`src/rtl/secset_pkg.sv`:
```
// Constants, types and helpers for the security-setting exchange host.
// Assumes a 10 MHz reference clock; every time is given in nanoseconds.
package secset_pkg;

  // Clock period of ref_clk_i.
  localparam longint CLK_PERIOD_NS = 64'd100;

  // Documented times, as printed.
  localparam longint COMMAND_WAIT_NS = 64'd595_000;
  localparam longint DATA_FRAME_WAIT_B_NS = 64'd120_000;
  localparam longint DATA_STATUS_MAX_NS = 64'd20_000;
  localparam longint DATA_STATUS_SLACK_NS = 64'd100_000;
  localparam longint WRITE_STATUS_TIMEOUT_NS = 64'd843_700_000;
  localparam longint OPEN_TIMEOUT_NS = 64'd3_000_000_000;

  // A least time rounds up to whole cycles.
  function automatic logic [31:0] cyc_min(input longint t_ns);
    longint c;
    c = (t_ns + CLK_PERIOD_NS - 64'd1) / CLK_PERIOD_NS;
    if (c < 64'd1) c = 64'd1;
    return c[31:0];
  endfunction

  // A longest time rounds down, never below one cycle.
  function automatic logic [31:0] cyc_max(input longint t_ns);
    longint c;
    c = t_ns / CLK_PERIOD_NS;
    if (c < 64'd1) c = 64'd1;
    return c[31:0];
  endfunction

  localparam logic [31:0] COMMAND_WAIT_CYC = cyc_min(COMMAND_WAIT_NS);
  localparam logic [31:0] DATA_WAIT_CYC = cyc_min(DATA_FRAME_WAIT_B_NS);
  localparam logic [31:0] DATA_STATUS_CYC =
    cyc_max(DATA_STATUS_MAX_NS + DATA_STATUS_SLACK_NS);
  localparam logic [31:0] WRITE_STATUS_CYC = cyc_max(WRITE_STATUS_TIMEOUT_NS);
  localparam logic [31:0] OPEN_TIMEOUT_CYC = cyc_min(OPEN_TIMEOUT_NS);

  // Status codes carried in the first status byte.
  localparam logic [7:0] ST_ACK = 8'h06;
  localparam logic [7:0] ST_PARAM_ERR = 8'h05;
  localparam logic [7:0] ST_SUM_ERR = 8'h07;
  localparam logic [7:0] ST_PROTECT_ERR = 8'h10;
  localparam logic [7:0] ST_NACK = 8'h15;
  localparam logic [7:0] ST_MARGIN_ONE_ERR = 8'h1A;
  localparam logic [7:0] ST_MARGIN_TWO_ERR = 8'h1B;
  localparam logic [7:0] ST_WRITE_ERR = 8'h1C;

  // Frame contents.
  localparam logic [7:0] FLAG_FORCE_MASK = 8'hE8;
  localparam logic [7:0] ZERO_BYTE = 8'h00;
  localparam logic [2:0] CMD_PARAM_COUNT = 3'h3;
  localparam logic [2:0] DATA_PAYLOAD_COUNT = 3'h6;
  localparam logic [7:0] DEFAULT_SECSET_CMD = 8'hA0;

  // Outcome of one transaction.
  typedef enum logic [2:0] {
    RES_NONE,
    RES_NORMAL,
    RES_CMD_ABNORMAL,
    RES_TIMEOUT,
    RES_DATA_ABNORMAL,
    RES_WRITE_ABNORMAL
  } result_e;

  // Frame handed to the framing layer; payload byte 0 goes first.
  typedef struct packed {
    logic is_data;
    logic [7:0] cmd;
    logic [2:0] count;
    logic [5:0][7:0] payload;
  } tx_frame_s;

  // Status frame as delivered by the framing layer.
  typedef struct packed {
    logic frame_ok;
    logic [7:0] first_status_byte;
  } rx_status_s;

  function automatic logic is_ack(input rx_status_s s);
    return s.first_status_byte == ST_ACK;
  endfunction

endpackage

```
`src/rtl/wait_timer.sv`:
```
// One-shot down counter used for frame spacing and status time-outs.
// Assumes a synchronous active-low reset and a loaded count of one or more.
`timescale 1ns/1ps
module wait_timer import secset_pkg::*; #(
  parameter int WIDTH = 32
) (
  // Clock and reset.
  input logic ref_clk_i,
  input logic rst_n_i,
  // Control.
  input logic load_i,
  input logic stop_i,
  input logic [WIDTH-1:0] count_i,
  // Status.
  output logic expired_o
);

  logic [WIDTH-1:0] cnt_r;
  logic armed_r;
  wire at_zero = (cnt_r == '0);

  // Expiry is a level that holds until the next load or stop.
  assign expired_o = armed_r && at_zero;

  // A load restarts the count even while a previous one is running.
  always_ff @(posedge ref_clk_i) begin
    if (!rst_n_i) begin
      cnt_r <= '0;
      armed_r <= 1'b0;
    end else if (load_i) begin
      cnt_r <= count_i - WIDTH'(1);
      armed_r <= 1'b1;
    end else if (stop_i) begin
      armed_r <= 1'b0;
    end else if (!at_zero) begin
      cnt_r <= cnt_r - WIDTH'(1);
    end
  end

endmodule

```
`src/rtl/security_set_host.sv`:
```
// Host-side sequencer for the security-setting command exchange.
// Assumes a framing layer that serialises tx frames, checks received
// frames and reports each status frame with a one-cycle rx_valid_i.
`timescale 1ns/1ps
module security_set_host import secset_pkg::*; #(
  parameter logic [7:0] SECSET_CMD = DEFAULT_SECSET_CMD,
  parameter int CMD_WAIT_CYCLES = COMMAND_WAIT_CYC,
  parameter int CMD_STATUS_CYCLES = OPEN_TIMEOUT_CYC,
  parameter int WRITE_STATUS_CYCLES = WRITE_STATUS_CYC
) (
  // Clock and reset.
  input logic ref_clk_i,
  input logic rst_n_i,
  // User orders.
  input logic start_i,
  input logic [7:0] security_flag_byte_i,
  input logic [7:0] boot_block_i,
  input logic [7:0] swap_start_i,
  input logic [7:0] swap_end_i,
  // User answers.
  output logic busy_o,
  output logic done_o,
  output result_e result_o,
  output logic [7:0] status_code_o,
  // Frame transmit side.
  output logic tx_valid_o,
  output tx_frame_s tx_frame_o,
  input logic tx_ready_i,
  input logic tx_done_i,
  // Frame receive side.
  output logic rx_enable_o,
  input logic rx_valid_i,
  input rx_status_s rx_status_i
);

  typedef enum logic [3:0] {
    S_IDLE,
    S_CMD_GAP,
    S_CMD_SEND,
    S_CMD_STAT,
    S_DATA_GAP,
    S_DATA_SEND,
    S_DATA_STAT,
    S_WR_STAT
  } state_e;

  state_e state_r, state_nxt;
  logic [31:0] gap_r;
  logic tmr_load, tmr_expired;
  logic [31:0] tmr_count;
  tx_frame_s cmd_frame, data_frame;
  logic [7:0] param_r [3];
  logic [5:0][7:0] data_r;

  // A status frame only counts when the framing checks passed.
  wire rx_good = rx_valid_i && rx_status_i.frame_ok;
  wire rx_ack = rx_good && is_ack(rx_status_i);
  wire gap_met = gap_r >= 32'(CMD_WAIT_CYCLES);
  wire tx_taken = tx_valid_o && tx_ready_i;

  // Frame images; the user bytes are caught at start_i so they stay put.
  assign cmd_frame.is_data = 1'b0;
  assign cmd_frame.cmd = SECSET_CMD;
  assign cmd_frame.count = CMD_PARAM_COUNT;
  assign cmd_frame.payload = {ZERO_BYTE, ZERO_BYTE, ZERO_BYTE,
                              param_r[2], param_r[1], param_r[0]};
  assign data_frame.is_data = 1'b1;
  assign data_frame.cmd = ZERO_BYTE;
  assign data_frame.count = DATA_PAYLOAD_COUNT;
  assign data_frame.payload = data_r;

  // Timer loads: data spacing on an accepted command status, time-outs
  // at the end of each transmitted frame, write time-out on data ACK.
  wire load_data_gap = (state_r == S_CMD_STAT) && rx_ack;
  wire load_cmd_to = (state_r == S_CMD_SEND) && tx_done_i;
  wire load_data_to = (state_r == S_DATA_SEND) && tx_done_i;
  wire load_wr_to = (state_r == S_DATA_STAT) && rx_ack;
  assign tmr_load = load_data_gap || load_cmd_to || load_data_to || load_wr_to;
  assign tmr_count = load_data_gap ? DATA_WAIT_CYC :
                     load_cmd_to ? 32'(CMD_STATUS_CYCLES) :
                     load_data_to ? DATA_STATUS_CYC :
                     32'(WRITE_STATUS_CYCLES);

  wait_timer #(.WIDTH(32)) u_timer (
    .ref_clk_i(ref_clk_i),
    .rst_n_i(rst_n_i),
    .load_i(tmr_load),
    .stop_i(state_r == S_IDLE),
    .count_i(tmr_count),
    .expired_o(tmr_expired)
  );

  // Next state; a status beats an expiry that lands in the same cycle.
  always_comb begin
    state_nxt = state_r;
    case (state_r)
      S_IDLE: if (start_i) state_nxt = S_CMD_GAP;
      S_CMD_GAP: if (gap_met) state_nxt = S_CMD_SEND;
      S_CMD_SEND: if (tx_done_i) state_nxt = S_CMD_STAT;
      S_CMD_STAT: begin
        if (rx_ack) state_nxt = S_DATA_GAP;
        else if (rx_good || tmr_expired) state_nxt = S_IDLE;
      end
      S_DATA_GAP: if (tmr_expired) state_nxt = S_DATA_SEND;
      S_DATA_SEND: if (tx_done_i) state_nxt = S_DATA_STAT;
      S_DATA_STAT: begin
        if (rx_ack) state_nxt = S_WR_STAT;
        else if (rx_good || tmr_expired) state_nxt = S_IDLE;
      end
      S_WR_STAT: if (rx_good || tmr_expired) state_nxt = S_IDLE;
      default: state_nxt = S_IDLE;
    endcase
  end

  // Outcome of the transaction, decided on the cycle it ends.
  wire in_wait_stat = (state_r == S_CMD_STAT) || (state_r == S_DATA_STAT) ||
                      (state_r == S_WR_STAT);
  wire finish = in_wait_stat && (state_nxt == S_IDLE);
  result_e fail_res;
  assign fail_res = (state_r == S_CMD_STAT) ? RES_CMD_ABNORMAL :
                    (state_r == S_DATA_STAT) ? RES_DATA_ABNORMAL :
                    RES_WRITE_ABNORMAL;
  result_e end_res;
  assign end_res = !rx_good ? RES_TIMEOUT :
                   rx_ack ? RES_NORMAL : fail_res;

  always_ff @(posedge ref_clk_i) begin
    if (!rst_n_i) begin
      state_r <= S_IDLE;
    end else begin
      state_r <= state_nxt;
    end
  end

  // Time since the end of the last good frame from the device. After
  // reset nothing is owed, so it starts saturated.
  always_ff @(posedge ref_clk_i) begin
    if (!rst_n_i) begin
      gap_r <= 32'hFFFF_FFFF;
    end else if (rx_good) begin
      gap_r <= 32'h0000_0000;
    end else if (gap_r != 32'hFFFF_FFFF) begin
      gap_r <= gap_r + 32'h0000_0001;
    end
  end

  // Parameter and payload capture at start.
  always_ff @(posedge ref_clk_i) begin
    if (!rst_n_i) begin
      param_r <= '{default: ZERO_BYTE};
      data_r <= '0;
    end else if (state_r == S_IDLE && start_i) begin
      param_r[0] <= ZERO_BYTE;
      param_r[1] <= ZERO_BYTE;
      param_r[2] <= ZERO_BYTE;
      data_r[0] <= security_flag_byte_i | FLAG_FORCE_MASK;
      data_r[1] <= boot_block_i;
      data_r[2] <= ZERO_BYTE;
      data_r[3] <= swap_start_i;
      data_r[4] <= ZERO_BYTE;
      data_r[5] <= swap_end_i;
    end
  end

  // Frame requests: held until the framing layer takes them.
  always_ff @(posedge ref_clk_i) begin
    if (!rst_n_i) begin
      tx_valid_o <= 1'b0;
      tx_frame_o <= '0;
    end else if (state_r == S_CMD_GAP && gap_met) begin
      tx_valid_o <= 1'b1;
      tx_frame_o <= cmd_frame;
    end else if (state_r == S_DATA_GAP && tmr_expired) begin
      tx_valid_o <= 1'b1;
      tx_frame_o <= data_frame;
    end else if (tx_taken) begin
      tx_valid_o <= 1'b0;
    end
  end

  // Reception opens before any frame goes out and stays open throughout.
  always_ff @(posedge ref_clk_i) begin
    if (!rst_n_i) begin
      rx_enable_o <= 1'b0;
      busy_o <= 1'b0;
    end else begin
      rx_enable_o <= (state_nxt != S_IDLE);
      busy_o <= (state_nxt != S_IDLE);
    end
  end

  // User answer: a one-cycle done with a result and status that hold.
  always_ff @(posedge ref_clk_i) begin
    if (!rst_n_i) begin
      done_o <= 1'b0;
      result_o <= RES_NONE;
      status_code_o <= ZERO_BYTE;
    end else begin
      done_o <= finish;
      if (finish) begin
        result_o <= end_res;
        status_code_o <= rx_good ? rx_status_i.first_status_byte : ZERO_BYTE;
      end
    end
  end

endmodule

```
`config.mk`:
```
export PLATFORM = sky130hd
export DESIGN_NAME = security_set_host
export DESIGN_NICKNAME = d
export VERILOG_FILES = /design/src/rtl/secset_pkg.sv /design/src/rtl/wait_timer.sv /design/src/rtl/security_set_host.sv
export SDC_FILE = /design/constraint.sdc
export NUM_CORES = 1
export LEC_CHECK = 0
export BUFFER_PORTS_ARGS = -buffer_cell sky130_fd_sc_hd__buf_4
export CAP_MARGIN = 5
export CORE_MARGIN = 5
export CORE_UTILIZATION = 30
export CTS_CLUSTER_DIAMETER = 100
export DETAILED_ROUTE_END_ITERATION = 10
export SLEW_MARGIN = 40
export SYNTH_ARGS = -nofsm -noshare
export SYNTH_HDL_FRONTEND = slang
export SYNTH_HIERARCHICAL = 1
export SYNTH_SLANG_ARGS = --single-unit
```
`constraint.sdc`:
```
create_clock -name ref_clk_i -period 5.9 [get_ports ref_clk_i]
set_input_delay 0.59 -clock ref_clk_i [delete_from_list [all_inputs] [get_ports ref_clk_i]]
set_output_delay 0.59 -clock ref_clk_i [all_outputs]
set_load 0.05 [all_outputs]
```
=== Word-level counts from Yosys, hierarchy flattened ===
Index checks and enable logic that the tools add are counted.

* Bits in registers: 158
* Input bits: 47
* Output and inout bits: 75
* Word-level logic and storage cells: 94

* $add $sub $neg: 3
* Order comparisons: 1
* Equal/unequal tests: 11
* Muxes and demuxes: 29
* Bitwise logic cells: 1
* Reduce and logical (&&, ||, !) cells: 28

{| class="wikitable"
|+ Operators by type and width
! operator !! number
|-
| 32-bit 2-to-1 mux || 5
|-
| 59-bit 2-to-1 mux || 2
|-
| 25-bit 2-to-1 mux || 2
|-
| 32-bit by 1-bit adder with 32-bit output, second input constant || 1
|-
| 32-bit by 13-bit >= comparator with 1-bit output, second input constant || 1
|-
| 32-bit logical NOT || 1
|-
| 4-bit 2-to-1 mux || 8
|-
| 32-bit != test, second input constant || 1
|-
| 4-bit one-hot mux with 8 select lines || 1
|-
| 32-bit by 1-bit subtractor with 32-bit output, second input constant || 1
|-
| 25-bit by 1-bit subtractor with 26-bit output, second input constant || 1
|-
| 24-bit 2-to-1 mux || 1
|-
| 4-bit by 3-bit == test with 1-bit output, second input constant || 4
|-
| 1-bit logical AND || 12
|-
| 3-bit 2-to-1 mux || 3
|-
| 4-bit by 2-bit == test with 1-bit output, second input constant || 2
|-
| 8-bit by 3-bit == test with 1-bit output, second input constant || 1
|-
| 4-bit logical NOT || 2
|-
| 8-bit 2-to-1 mux || 1
|-
| 1-bit logical OR || 6
|-
| 1-bit 2-to-1 mux || 6
|-
| 2-bit nonzero test || 3
|-
| 4-bit by 1-bit == test with 1-bit output, second input constant || 1
|-
| 2-bit != test, second input constant || 2
|-
| 5 further kinds || 5
|}

=== Logic depth before layout (Yosys ltp) ===
Gate-level depths: netlist (run 1).

* Word-level depth: 8
* Depth in mapped cells: 22

=== Modules after synthesis ===
Netlist (run 1), hierarchy kept.

{| class="wikitable"
|+ By module, submodules not included
! module !! times used !! cells each !! area each (um2)
|-
| security_set_host || 1 || 598 || 4873.4
|-
| wait_timer || 1 || 355 || 2967.8
|}

=== Worst setup path before layout (run 1) ===
OpenSTA, ideal clock, no wires.

* Kind: input port to flip-flop
* Start point: in rx_status_i[0] (netlist bit)
* End point: reg u_timer.cnt_r[18]
* Arrival: 5054 ps
* Data required time: 5813 ps
* Path slack: 759 ps
* Cell stages on the path: 21
* Path buffers: 8
* Path through: nor4b_1 > nand4_1 > o21ai_0 > a32oi_1 > or2_2 > o21ai_0 > buf_6 > buf_6 > buf_2 > buf_2 > buf_2 > buf_2 > buf_2 > mux2i_1 > ha_1 > o211ai_2 > a211o_1 > buf_6 > a2111oi_2 > mux2_1 > o31ai_1

* Elaborated cells between the ends (all ways): 13
* Classes of those cells: 1 x add/sub; 3 x eq/ne; 2 x mux; 7 x reduce/logical

{| class="wikitable"
|+ RTL lines
! item !! line !! RTL
|-
| from (decl) || security_set_host.sv:33 || <nowiki>input rx_status_s rx_status_i</nowiki>
|-
| 8-bit by 3-bit == test with 1-bit output || secset_pkg.sv:81 || <nowiki>return s.first_status_byte == ST_ACK;</nowiki>
|-
| 1-bit logical AND || security_set_host.sv:57 || <nowiki>wire rx_ack = rx_good && is_ack(rx_status_i);</nowiki>
|-
| 1-bit logical AND || security_set_host.sv:74 || <nowiki>wire load_data_gap = (state_r == S_CMD_STAT) && rx_ack;</nowiki>
|-
| 25-bit 2-to-1 mux || security_set_host.sv:79 || <nowiki>assign tmr_count = load_data_gap ? DATA_WAIT_CYC :</nowiki>
|-
| net tmr_count[11] || security_set_host.sv:50 || <nowiki>logic [31:0] tmr_count;</nowiki>
|-
| 25-bit by 1-bit subtractor with 26-bit output || wait_timer.sv:31 || <nowiki>cnt_r <= count_i - WIDTH'(1);</nowiki>
|-
| 32-bit 2-to-1 mux || wait_timer.sv:30 || <nowiki>end else if (load_i) begin</nowiki>
|-
| to (signal assigned) || wait_timer.sv:31 ||
|-
| to (signal assigned) || wait_timer.sv:36 || <nowiki>cnt_r <= cnt_r - WIDTH'(1);</nowiki>
|-
| to (decl) || wait_timer.sv:18 || <nowiki>logic [WIDTH-1:0] cnt_r;</nowiki>
|}

The timed path passes the listed nets, and every way through them passes these cells.
A chain may end at the register's enable or synchronous reset.

=== Final worst setup path (run 1) ===
Ends and elaborated chain as after synthesis.

==> run summary, run 1 <==
After clock tree synthesis, the clock-pin slew on the worst setup and hold paths is 70 ps. In this run the worst hold path is classified as in -> reg. In the synthesized netlist the dominant register cell turns out to be sky130_fd_sc_hd__dfxtp_1. The worst setup path is captured at a flip-flop. The antenna diode count is 0.

The critical path arrival came out at 4680 ps. The post-route clock period utilization came out at 73.78%. The pin slew with the least headroom to its limit is 780.5 ps. For this run, the total global-route usage over all layers was measured as 13.01%.

Setup repair after global routing left no endpoint under its margin. The largest net degree at the start of global routing is 47. The count of clock tree sinks is 144.

After the last flow step, the layout net total stands at 1116. The initial standard-cell utilization of the core is 30.26%. Summing every instance area after synthesis gives 7841 um2. The number of flops mapped to enable cells by yosys is 0. The number of violations of the max-capacitance limit is 0. Of all flip-flops after synthesis, the portion carrying an async set or reset was 0%. The power density normalized to cell area is 408.5 nW/um2. Wires add up to 19610 um. The static power due to leakage is 0.003666 uW. The startpoint identified for the worst register-to-register timing path is state_r[2].

The worst register-to-register path has a setup slack of 1870 ps. The routed length per instance came out at 13.88 um. Excluding fillers, the count of instances in the completed layout stands at 1413. The floorplan step defined a die boundary enclosing 29470 um2.

The die width came out at 171.7 um. The number of distinct library cell variants in the gate-level netlist after synthesis is 87. The floorplan step set the die height to 171.7 um. In this run the worst setup path terminates at u_timer/cnt_r[18]. The total negative slack is 0 ps. The global-route wire length before repair is 31910 um. The post-layout minimum cycle time came out at 4353 ps. The hold violation total from the final report came to 0. The share of layout cells above drive strength 1 came out at 17.35%. For this run, the detailed router's first-pass iteration total came to 4. The overflow left after global routing is 0. The clock latency of the later-clocked register in the worst-skew pair came out at 420 ps. The number of warnings printed during yosys synthesis is 6. The number of H-tree branching levels came out at 4. The post-cts sizing count came out at 0. For this design the total switching power over the nets is 1557 uW.

The vias per cell came out at 4.801. The setup path with the least slack is of type in -> reg. The number of slew-limit violations in the final report came out at 0. The worst endpoint required time is 6230 ps. 122 I/O pins were placed. The worst relative slew slack came out at 47.81%. The number of setup violations in the final report is 0.

The part of the power in combinational logic came out at 41.2%. The first routing iteration left 403 violations. A synthesized cell averages 8.228 um2. The final weighted congestion of routability-driven global placement came out at 0.7693. During placement, the flow inserted port buffers numbering 95. The design internal power is 2290 uW. The end of the worst register-to-register path is u_timer/cnt_r[28]. The worst setup path is launched from an input port. The area added between synthesis and finish came out at 20.11%. The gate count of the mapped netlist is 953. Measured in cells, the most critical reg-to-reg path has a length of 13. The initial antenna violation count is 0. The post-route cell area is 9418 um2. The design draws 3847 uW. For this run, the top clock speed supported by timing is 0.2297 GHz.

Of all nets on the critical path, the largest fanout is 46. The area inside the core boundary is 25910 um2. The worst hold path stage count came out at 3. The most critical setup path has its startpoint at rx_status_i[0].

Synthesis inferred 144 register bits. The DRC violation count after routing came out at 0. The number of buffers between clock root and the deepest sink is 2. The post-detailed-placement half-perimeter wirelength is 13070 um. The clock share of power came out at 26.4%.

Sequential cells were found to cover 36.76% of the synthesized design area. The residual antenna-violating net count after detailed routing came out at 0. The flow ran to the end, and the final reports show no timing, DRC or antenna violations.

The setup skew after layout came out at 15.56 ps. The part of the power in registers is 32.4%. The number of buffers inserted to repair setup after CTS came out at 0. The total clock buffers created by CTS is 17.

The number of hold buffers added after cts came out at 0. The number of global-route vias before repair is 6340. The cell count after placement came out at 1382. The cell area after placement came out at 8872 um2. The row count is 59.

Of the total power, the share spent switching nets is 40.47%. The CTS tree is yes. The cell at the root of the clock tree is sky130_fd_sc_hd__clkbuf_16. The worst-case IR drop observed on VDD is 0.0001981 V. Across all layers, the routed design uses 6784 vias.
## stage by stage
stage / hold WS, ps / utilization [%] / setup slack [ps]
2_1_floorplan: 432.2 / - / 759.0
3_3_place_gp: 434.3 / 34.08 / 1222
3_5_place_dp: 437.9 / 34.24 / 1130
4_1_cts: 397.5 / 36.35 / 1556
5_1_grt: 411.7 / 36.35 / 1239
6_report: 418.8 / 36.35 / 1547
## flip-flops by register name, summed over array words and instances, names as in the netlist
name	cells
data_frame	29
done_o	1
gap_r	32
result_o	3
rx_enable_o	1
state_r	4
status_code_o	8
tx_frame_o	32
tx_valid_o	1
u_timer/armed_r	1
u_timer/cnt_r	32
## power by group through the flow
stage | registers (uW) | clock network, uW | logic [uW]
2_1_floorplan | 1230 | 0 | 1330
3_3_place_gp | 1260 | 0 | 1540
3_5_place_dp | 1260 | 0 | 1580
4_1_cts | 1240 | 1050 | 1590
5_1_grt | 1270 | 1090 | 1760
6_report | 1250 | 1020 | 1580
## area by class of cell
cell class	instances	area, um2
Clock inverter	14	120.1
Multi-Input combinational cell	781	4695
Fill cell	2698	16490
Tap cell	335	419.2
Inverter	13	50.05
Timing Repair Buffer	109	825.8
Clock buffer	17	425.4
Sequential cell	144	2883
## synthesized netlist by cell type, drive strengths merged, types with 8 or more instances
master	instances	share of area (%)
dfxtp	144	37
nor3	40	2.9
and3	13	1.1
nor4	28	2.9
clkbuf	35	1.7
nand2	168	8.1
xor2	42	4.7
mux2i	19	2.4
o21ai	43	2.7
inv	12	0.57
nand4	23	2.3
a21oi	83	5.3
a211oi	11	1.3
o211a	10	1.3
nand3	39	2.5
nor2	44	2.1
nor2b	9	0.72
and4	8	0.89
xnor2	29	3.2
buf	51	4.7
## cell families after synthesis
logic type | Yosys count | share of synthesized area (%)
simple gates | 412 | 27.53
fa+ha+maj | 3 | 0.4787
mux | 20 | 2.569
compound gates | 203 | 17.73
flops | 144 | 36.76
other cells | 1 | 0.04782
xor+xnor | 71 | 7.930
buf+inv | 99 | 6.957
## critical path: stages
cell,delay (ps)
sky130_fd_sc_hd__buf_4,110
sky130_fd_sc_hd__nor4b_1,350
sky130_fd_sc_hd__nand4_1,130
sky130_fd_sc_hd__buf_4,190
sky130_fd_sc_hd__o21ai_0,210
sky130_fd_sc_hd__a32oi_1,70
sky130_fd_sc_hd__or2_2,450
sky130_fd_sc_hd__o21ai_4,320
sky130_fd_sc_hd__buf_4,510
sky130_fd_sc_hd__nor2b_1,320
sky130_fd_sc_hd__nand3_1,120
sky130_fd_sc_hd__a211o_1,510
sky130_fd_sc_hd__a2111oi_2,350
sky130_fd_sc_hd__mux2_1,350
sky130_fd_sc_hd__o31ai_1,60
## per-layer routing
| layer | share of wire (%) | global-route usage [%] | up-vias |
|---|---|---|---|
| li1 | - | - | 3506 |
| met1 | 47 | 17.30 | 3169 |
| met2 | 49 | 21.97 | 96 |
| met3 | 3.0 | 2.091 | 13 |
| met4 | 0.91 | 3.479 | 0 |
| met5 | 0 | 0 | - |
## cell usage in the layout (no fill, tap or decap), types with 10 or more instances in the layout
cell / count
sky130_fd_sc_hd__o211a_1: 10
sky130_fd_sc_hd__xnor2_1: 29
sky130_fd_sc_hd__nor3_1: 34
sky130_fd_sc_hd__and3_1: 12
sky130_fd_sc_hd__conb_1: 72
sky130_fd_sc_hd__nor4_1: 21
sky130_fd_sc_hd__nand2_1: 166
sky130_fd_sc_hd__a21oi_1: 83
sky130_fd_sc_hd__o21ai_0: 37
sky130_fd_sc_hd__mux2i_1: 19
sky130_fd_sc_hd__xor2_1: 42
sky130_fd_sc_hd__dfxtp_1: 144
sky130_fd_sc_hd__inv_1: 12
sky130_fd_sc_hd__nand4_1: 20
sky130_fd_sc_hd__nor2_1: 43
sky130_fd_sc_hd__nand3_1: 39
sky130_fd_sc_hd__clkbuf_16: 17
sky130_fd_sc_hd__buf_4: 107
## worst min path at each step
| stage | startpoint | to | slack (ps) |
|---|---|---|---|
| floorplan | data_frame[0] | tx_frame_o[0] | 430 |
| global placement | result_o[0] | result_o[0] | 430 |
| global route | swap_start_i[0] | data_frame[24] | 410 |
| detailed placement | result_o[0] | result_o[0] | 440 |
| CTS | swap_end_i[6] | data_frame[46] | 400 |
| finish | swap_end_i[6] | data_frame[46] | 420 |
Power figures use the tool's default switching activity.
==> inputs of run 2 (changes only) <==
Clock period 5.9 ns to 4.1 ns, I/O delays scaled along.
==> run 2 against run 1 <==
Combinational power is 51% higher. Critical endpoint is now u_timer/cnt_r[30]. Clock power is 49% higher. Largest cell class unchanged. Final cell count rose by 0.92%.
==> run summary, run 2 (synthesized netlist as in run 1, its figures left out) <==
The run finished with clean final reports. The pin slew with the least headroom to its limit was 702.1 ps (-78.45 ps). The post-route cell area came out at 9588 um2 (+1.8%). The number of cells on the worst reg-to-reg path is 9 (-4). The total negative slack came to 0 ps (unchanged). The largest voltage drop on the vdd net is 0.0002288 V (+16%).

The biggest fanout along the worst timing path is 20 (-57%). The post-route clock period utilization is 90.85%. The overflow left after global routing came out at 0 (unchanged). The hold violation total from the final report is 0 (unchanged). The critical path arrival came to 4090 ps (-590 ps).

The number of violations of the max-capacitance limit is 0 (unchanged). The static power due to leakage is 0.003745 uW (+2.1%). The kind of cell with the highest combined delay along the critical path is simple AND/OR/NAND/NOR gates. The total via count in the routed design came out at 6923 (+2.0%). STA classifies the critical path endpoint as a flip-flop. The initial standard-cell utilization of the core came to 30.26% (unchanged). The area inside the core boundary came to 25910 um2 (unchanged).

The number of iterations in the first detailed-routing pass was 5 (+1). The global-route wire length before repair came out at 32660 um (+2.4%). The capture point of the worst path is u_timer/cnt_r[30]. The total clock buffers created by CTS is 17 (unchanged). The residual antenna-violating net count after detailed routing is 0 (unchanged). Leaving out fill and tap cells, the most frequent cells in the layout are sky130_fd_sc_hd__nand2_1, sky130_fd_sc_hd__dfxtp_1, sky130_fd_sc_hd__buf_4, sky130_fd_sc_hd__a21oi_1, sky130_fd_sc_hd__conb_1. The largest stage delay on the critical path is 600 ps (+90 ps). The net count reported at finish came out at 1129 (+1.2%). The antenna diode count came out at 0 (unchanged). The final cell utilization of the core is 37.00% (+0.66 points). The cell at the root of the clock tree is sky130_fd_sc_hd__clkbuf_16. The slowest stage of the critical path is the sky130_fd_sc_hd__or4_1 cell. The die extent in y came out at 171.7 um (unchanged). The row count is 59 (unchanged). The initial antenna violation count came out at 0 (unchanged). The number of buffers between clock root and the deepest sink came to 2 (unchanged). The worst register-to-register path begins at state_r[2]. The total track usage came to 13.41% (+0.39 points).

The setup skew after layout was 13.15 ps (-2.410 ps). The count of clock tree sinks is 144 (unchanged). The largest net degree at the start of global routing came out at 50 (+6.4%).

The number of buffers inserted to repair setup after CTS is 0 (unchanged). The DRC violation count after routing came out at 0 (unchanged). TritonCTS built the clock tree. The critical path class is reg -> reg.

In this run the critical register-to-register path is captured at u_timer/cnt_r[30]. The number of setup violations in the final report came to 0 (unchanged). The global routing usage on met2 came out at 22.13% (+0.15 points). The met1 layer usage reported by global route came out at 17.97% (+0.67 points).

The number of H-tree branching levels is 4 (unchanged). The I/O pin total was 122 (unchanged). The count of buffers inserted at the top-level ports is 95 (unchanged). The post-detailed-placement half-perimeter wirelength is 13750 um (+5.2%). In this run the worst setup path begins at state_r[2]. The total detailed-routing wirelength was 20030 um (+2.2%). The number of slew-limit violations in the final report came out at 0 (unchanged). The post-cts sizing count came out at 0 (unchanged).

The signal on the critical path passes through nor2b_1 -> nand2_1 -> o21ai_4 -> nor4b_1 -> o211ai_4 -> a211o_1 -> or4_1 -> nand3_1 -> o211a_1. The classification of the worst-slack hold path is in -> reg. The total power after layout is 5705 uW (+48%). The number of global-route vias before repair is 6445 (+1.7%). STA classifies the critical path startpoint as a flip-flop. The worst-case register-to-register setup slack is 380 ps (-1490 ps).

The worst endpoint required time came out at 4460 ps (-1770 ps). The area of the die came out at 29470 um2 (unchanged). The library cell used most frequently in the layout, excluding fill and tap cells, is sky130_fd_sc_hd__nand2_1.

The number of hold buffers added after cts came out at 0 (unchanged). The largest registers in the layout are gap_r (32), tx_frame_o (32), u_timer/cnt_r (32). In this run the most used layer during global routing was met2. The power density normalized to cell area was 595.0 nW/um2 (+46%). The peak clock frequency supported by timing is 0.2685 GHz. The worst relative slew slack is 53.20% (+5.4 points). The number of logic stages on the critical path including buffering came out at 9 (-6). The clock latency of the later-clocked register in the worst-skew pair came out at 420 ps (about the same). The final weighted congestion of routability-driven global placement is 0.7955 (+3.4%).

The post-layout minimum cycle time came out at 3725 ps. The clock-pin transition on the worst setup and hold timing paths came out at 70 ps (about the same). The vias per cell came out at 4.855 (+1.1%). The buffers plus inverters on the worst setup path is 0 (-3). The number of design-rule violations left by the first detailed-router iteration is 341 (-15%). The cell area after placement is 9017 um2 (+1.6%). The die width came out at 171.7 um (unchanged). The share of layout cells above drive strength 1 came out at 18.52% (+1.2 points).

The met3 global-route usage is 2.528% (+0.44 points). The routed length per instance is 14.05 um (+1.3%). Setup repair after global routing left no endpoint under its margin. The area added between synthesis and finish is 22.28%.
==> run 2: cell types whose count changed in the layout (fill, tap and decap cells not counted), sizes merged <==
cell      delta
bufinv       +1
buf         +13
clkinvlp     +1
clkinv       -2
==> run 2: stage by stage <==
step / setup WS [ps] / hold WS, ps / std cells
floorplan: -128.3 / 432.2 / 1024
global placement: 286.3 / 433.6 / 1395
detailed placement: 179.4 / 434.9 / 1395
CTS: 396.1 / 215.2 / 1426
global route: 108.4 / 217.8 / 1426
finish: 375.1 / 235.6 / 1426
==> run 2: layout make-up <==
class	instances	area, um2
Fill cell	2674	16320
Multi-Input combinational cell	781	4751
Sequential cell	144	2883
Timing Repair Buffer	122	915.9
Clock buffer	17	425.4
Tap cell	335	419.2
Clock inverter	14	145.1
Inverter	13	48.80
==> run 2: worst reg2reg max path, cell delays in order, from the launching register on <==
cell                       delay (ps)
sky130_fd_sc_hd__dfxtp_1          550
sky130_fd_sc_hd__nor2b_1          350
sky130_fd_sc_hd__nand2_1          170
sky130_fd_sc_hd__o21ai_4          500
sky130_fd_sc_hd__nor4b_1          550
sky130_fd_sc_hd__o211ai_4         190
sky130_fd_sc_hd__a211o_1          520
sky130_fd_sc_hd__or4_1            600
sky130_fd_sc_hd__nand3_1          100
sky130_fd_sc_hd__o211a_1          140
==> run 2: per-layer routing <==
metal / part of all wire (%) / wire length [um]
met2: 49 / 9765
met4: 1.0 / 205
met1: 47 / 9347
met3: 3.6 / 716
met5: 0 / 0
==> run 2: how the worst min path moves through the flow <==
| stage | start | end | slack, ps | cells after the start |
|---|---|---|---|---|
| 2_1_floorplan | data_frame[0] | tx_frame_o[0] | 430 | 2 |
| 3_3_place_gp | result_o[0] | result_o[0] | 430 | 2 |
| 3_5_place_dp | result_o[0] | result_o[0] | 430 | 2 |
| 4_1_cts | swap_start_i[6] | data_frame[30] | 220 | 3 |
| 5_1_grt | boot_block_i[1] | data_frame[9] | 220 | 3 |
| 6_report | swap_start_i[6] | data_frame[30] | 240 | 3 |
==> run 2: where the power goes <==
part	total (uW)	internal [uW]	switching, uW	leakage (uW)
combinational	2390	962	1420	0.00230
clock	1520	853	670	0.000265
sequential	1800	1580	219	0.00118
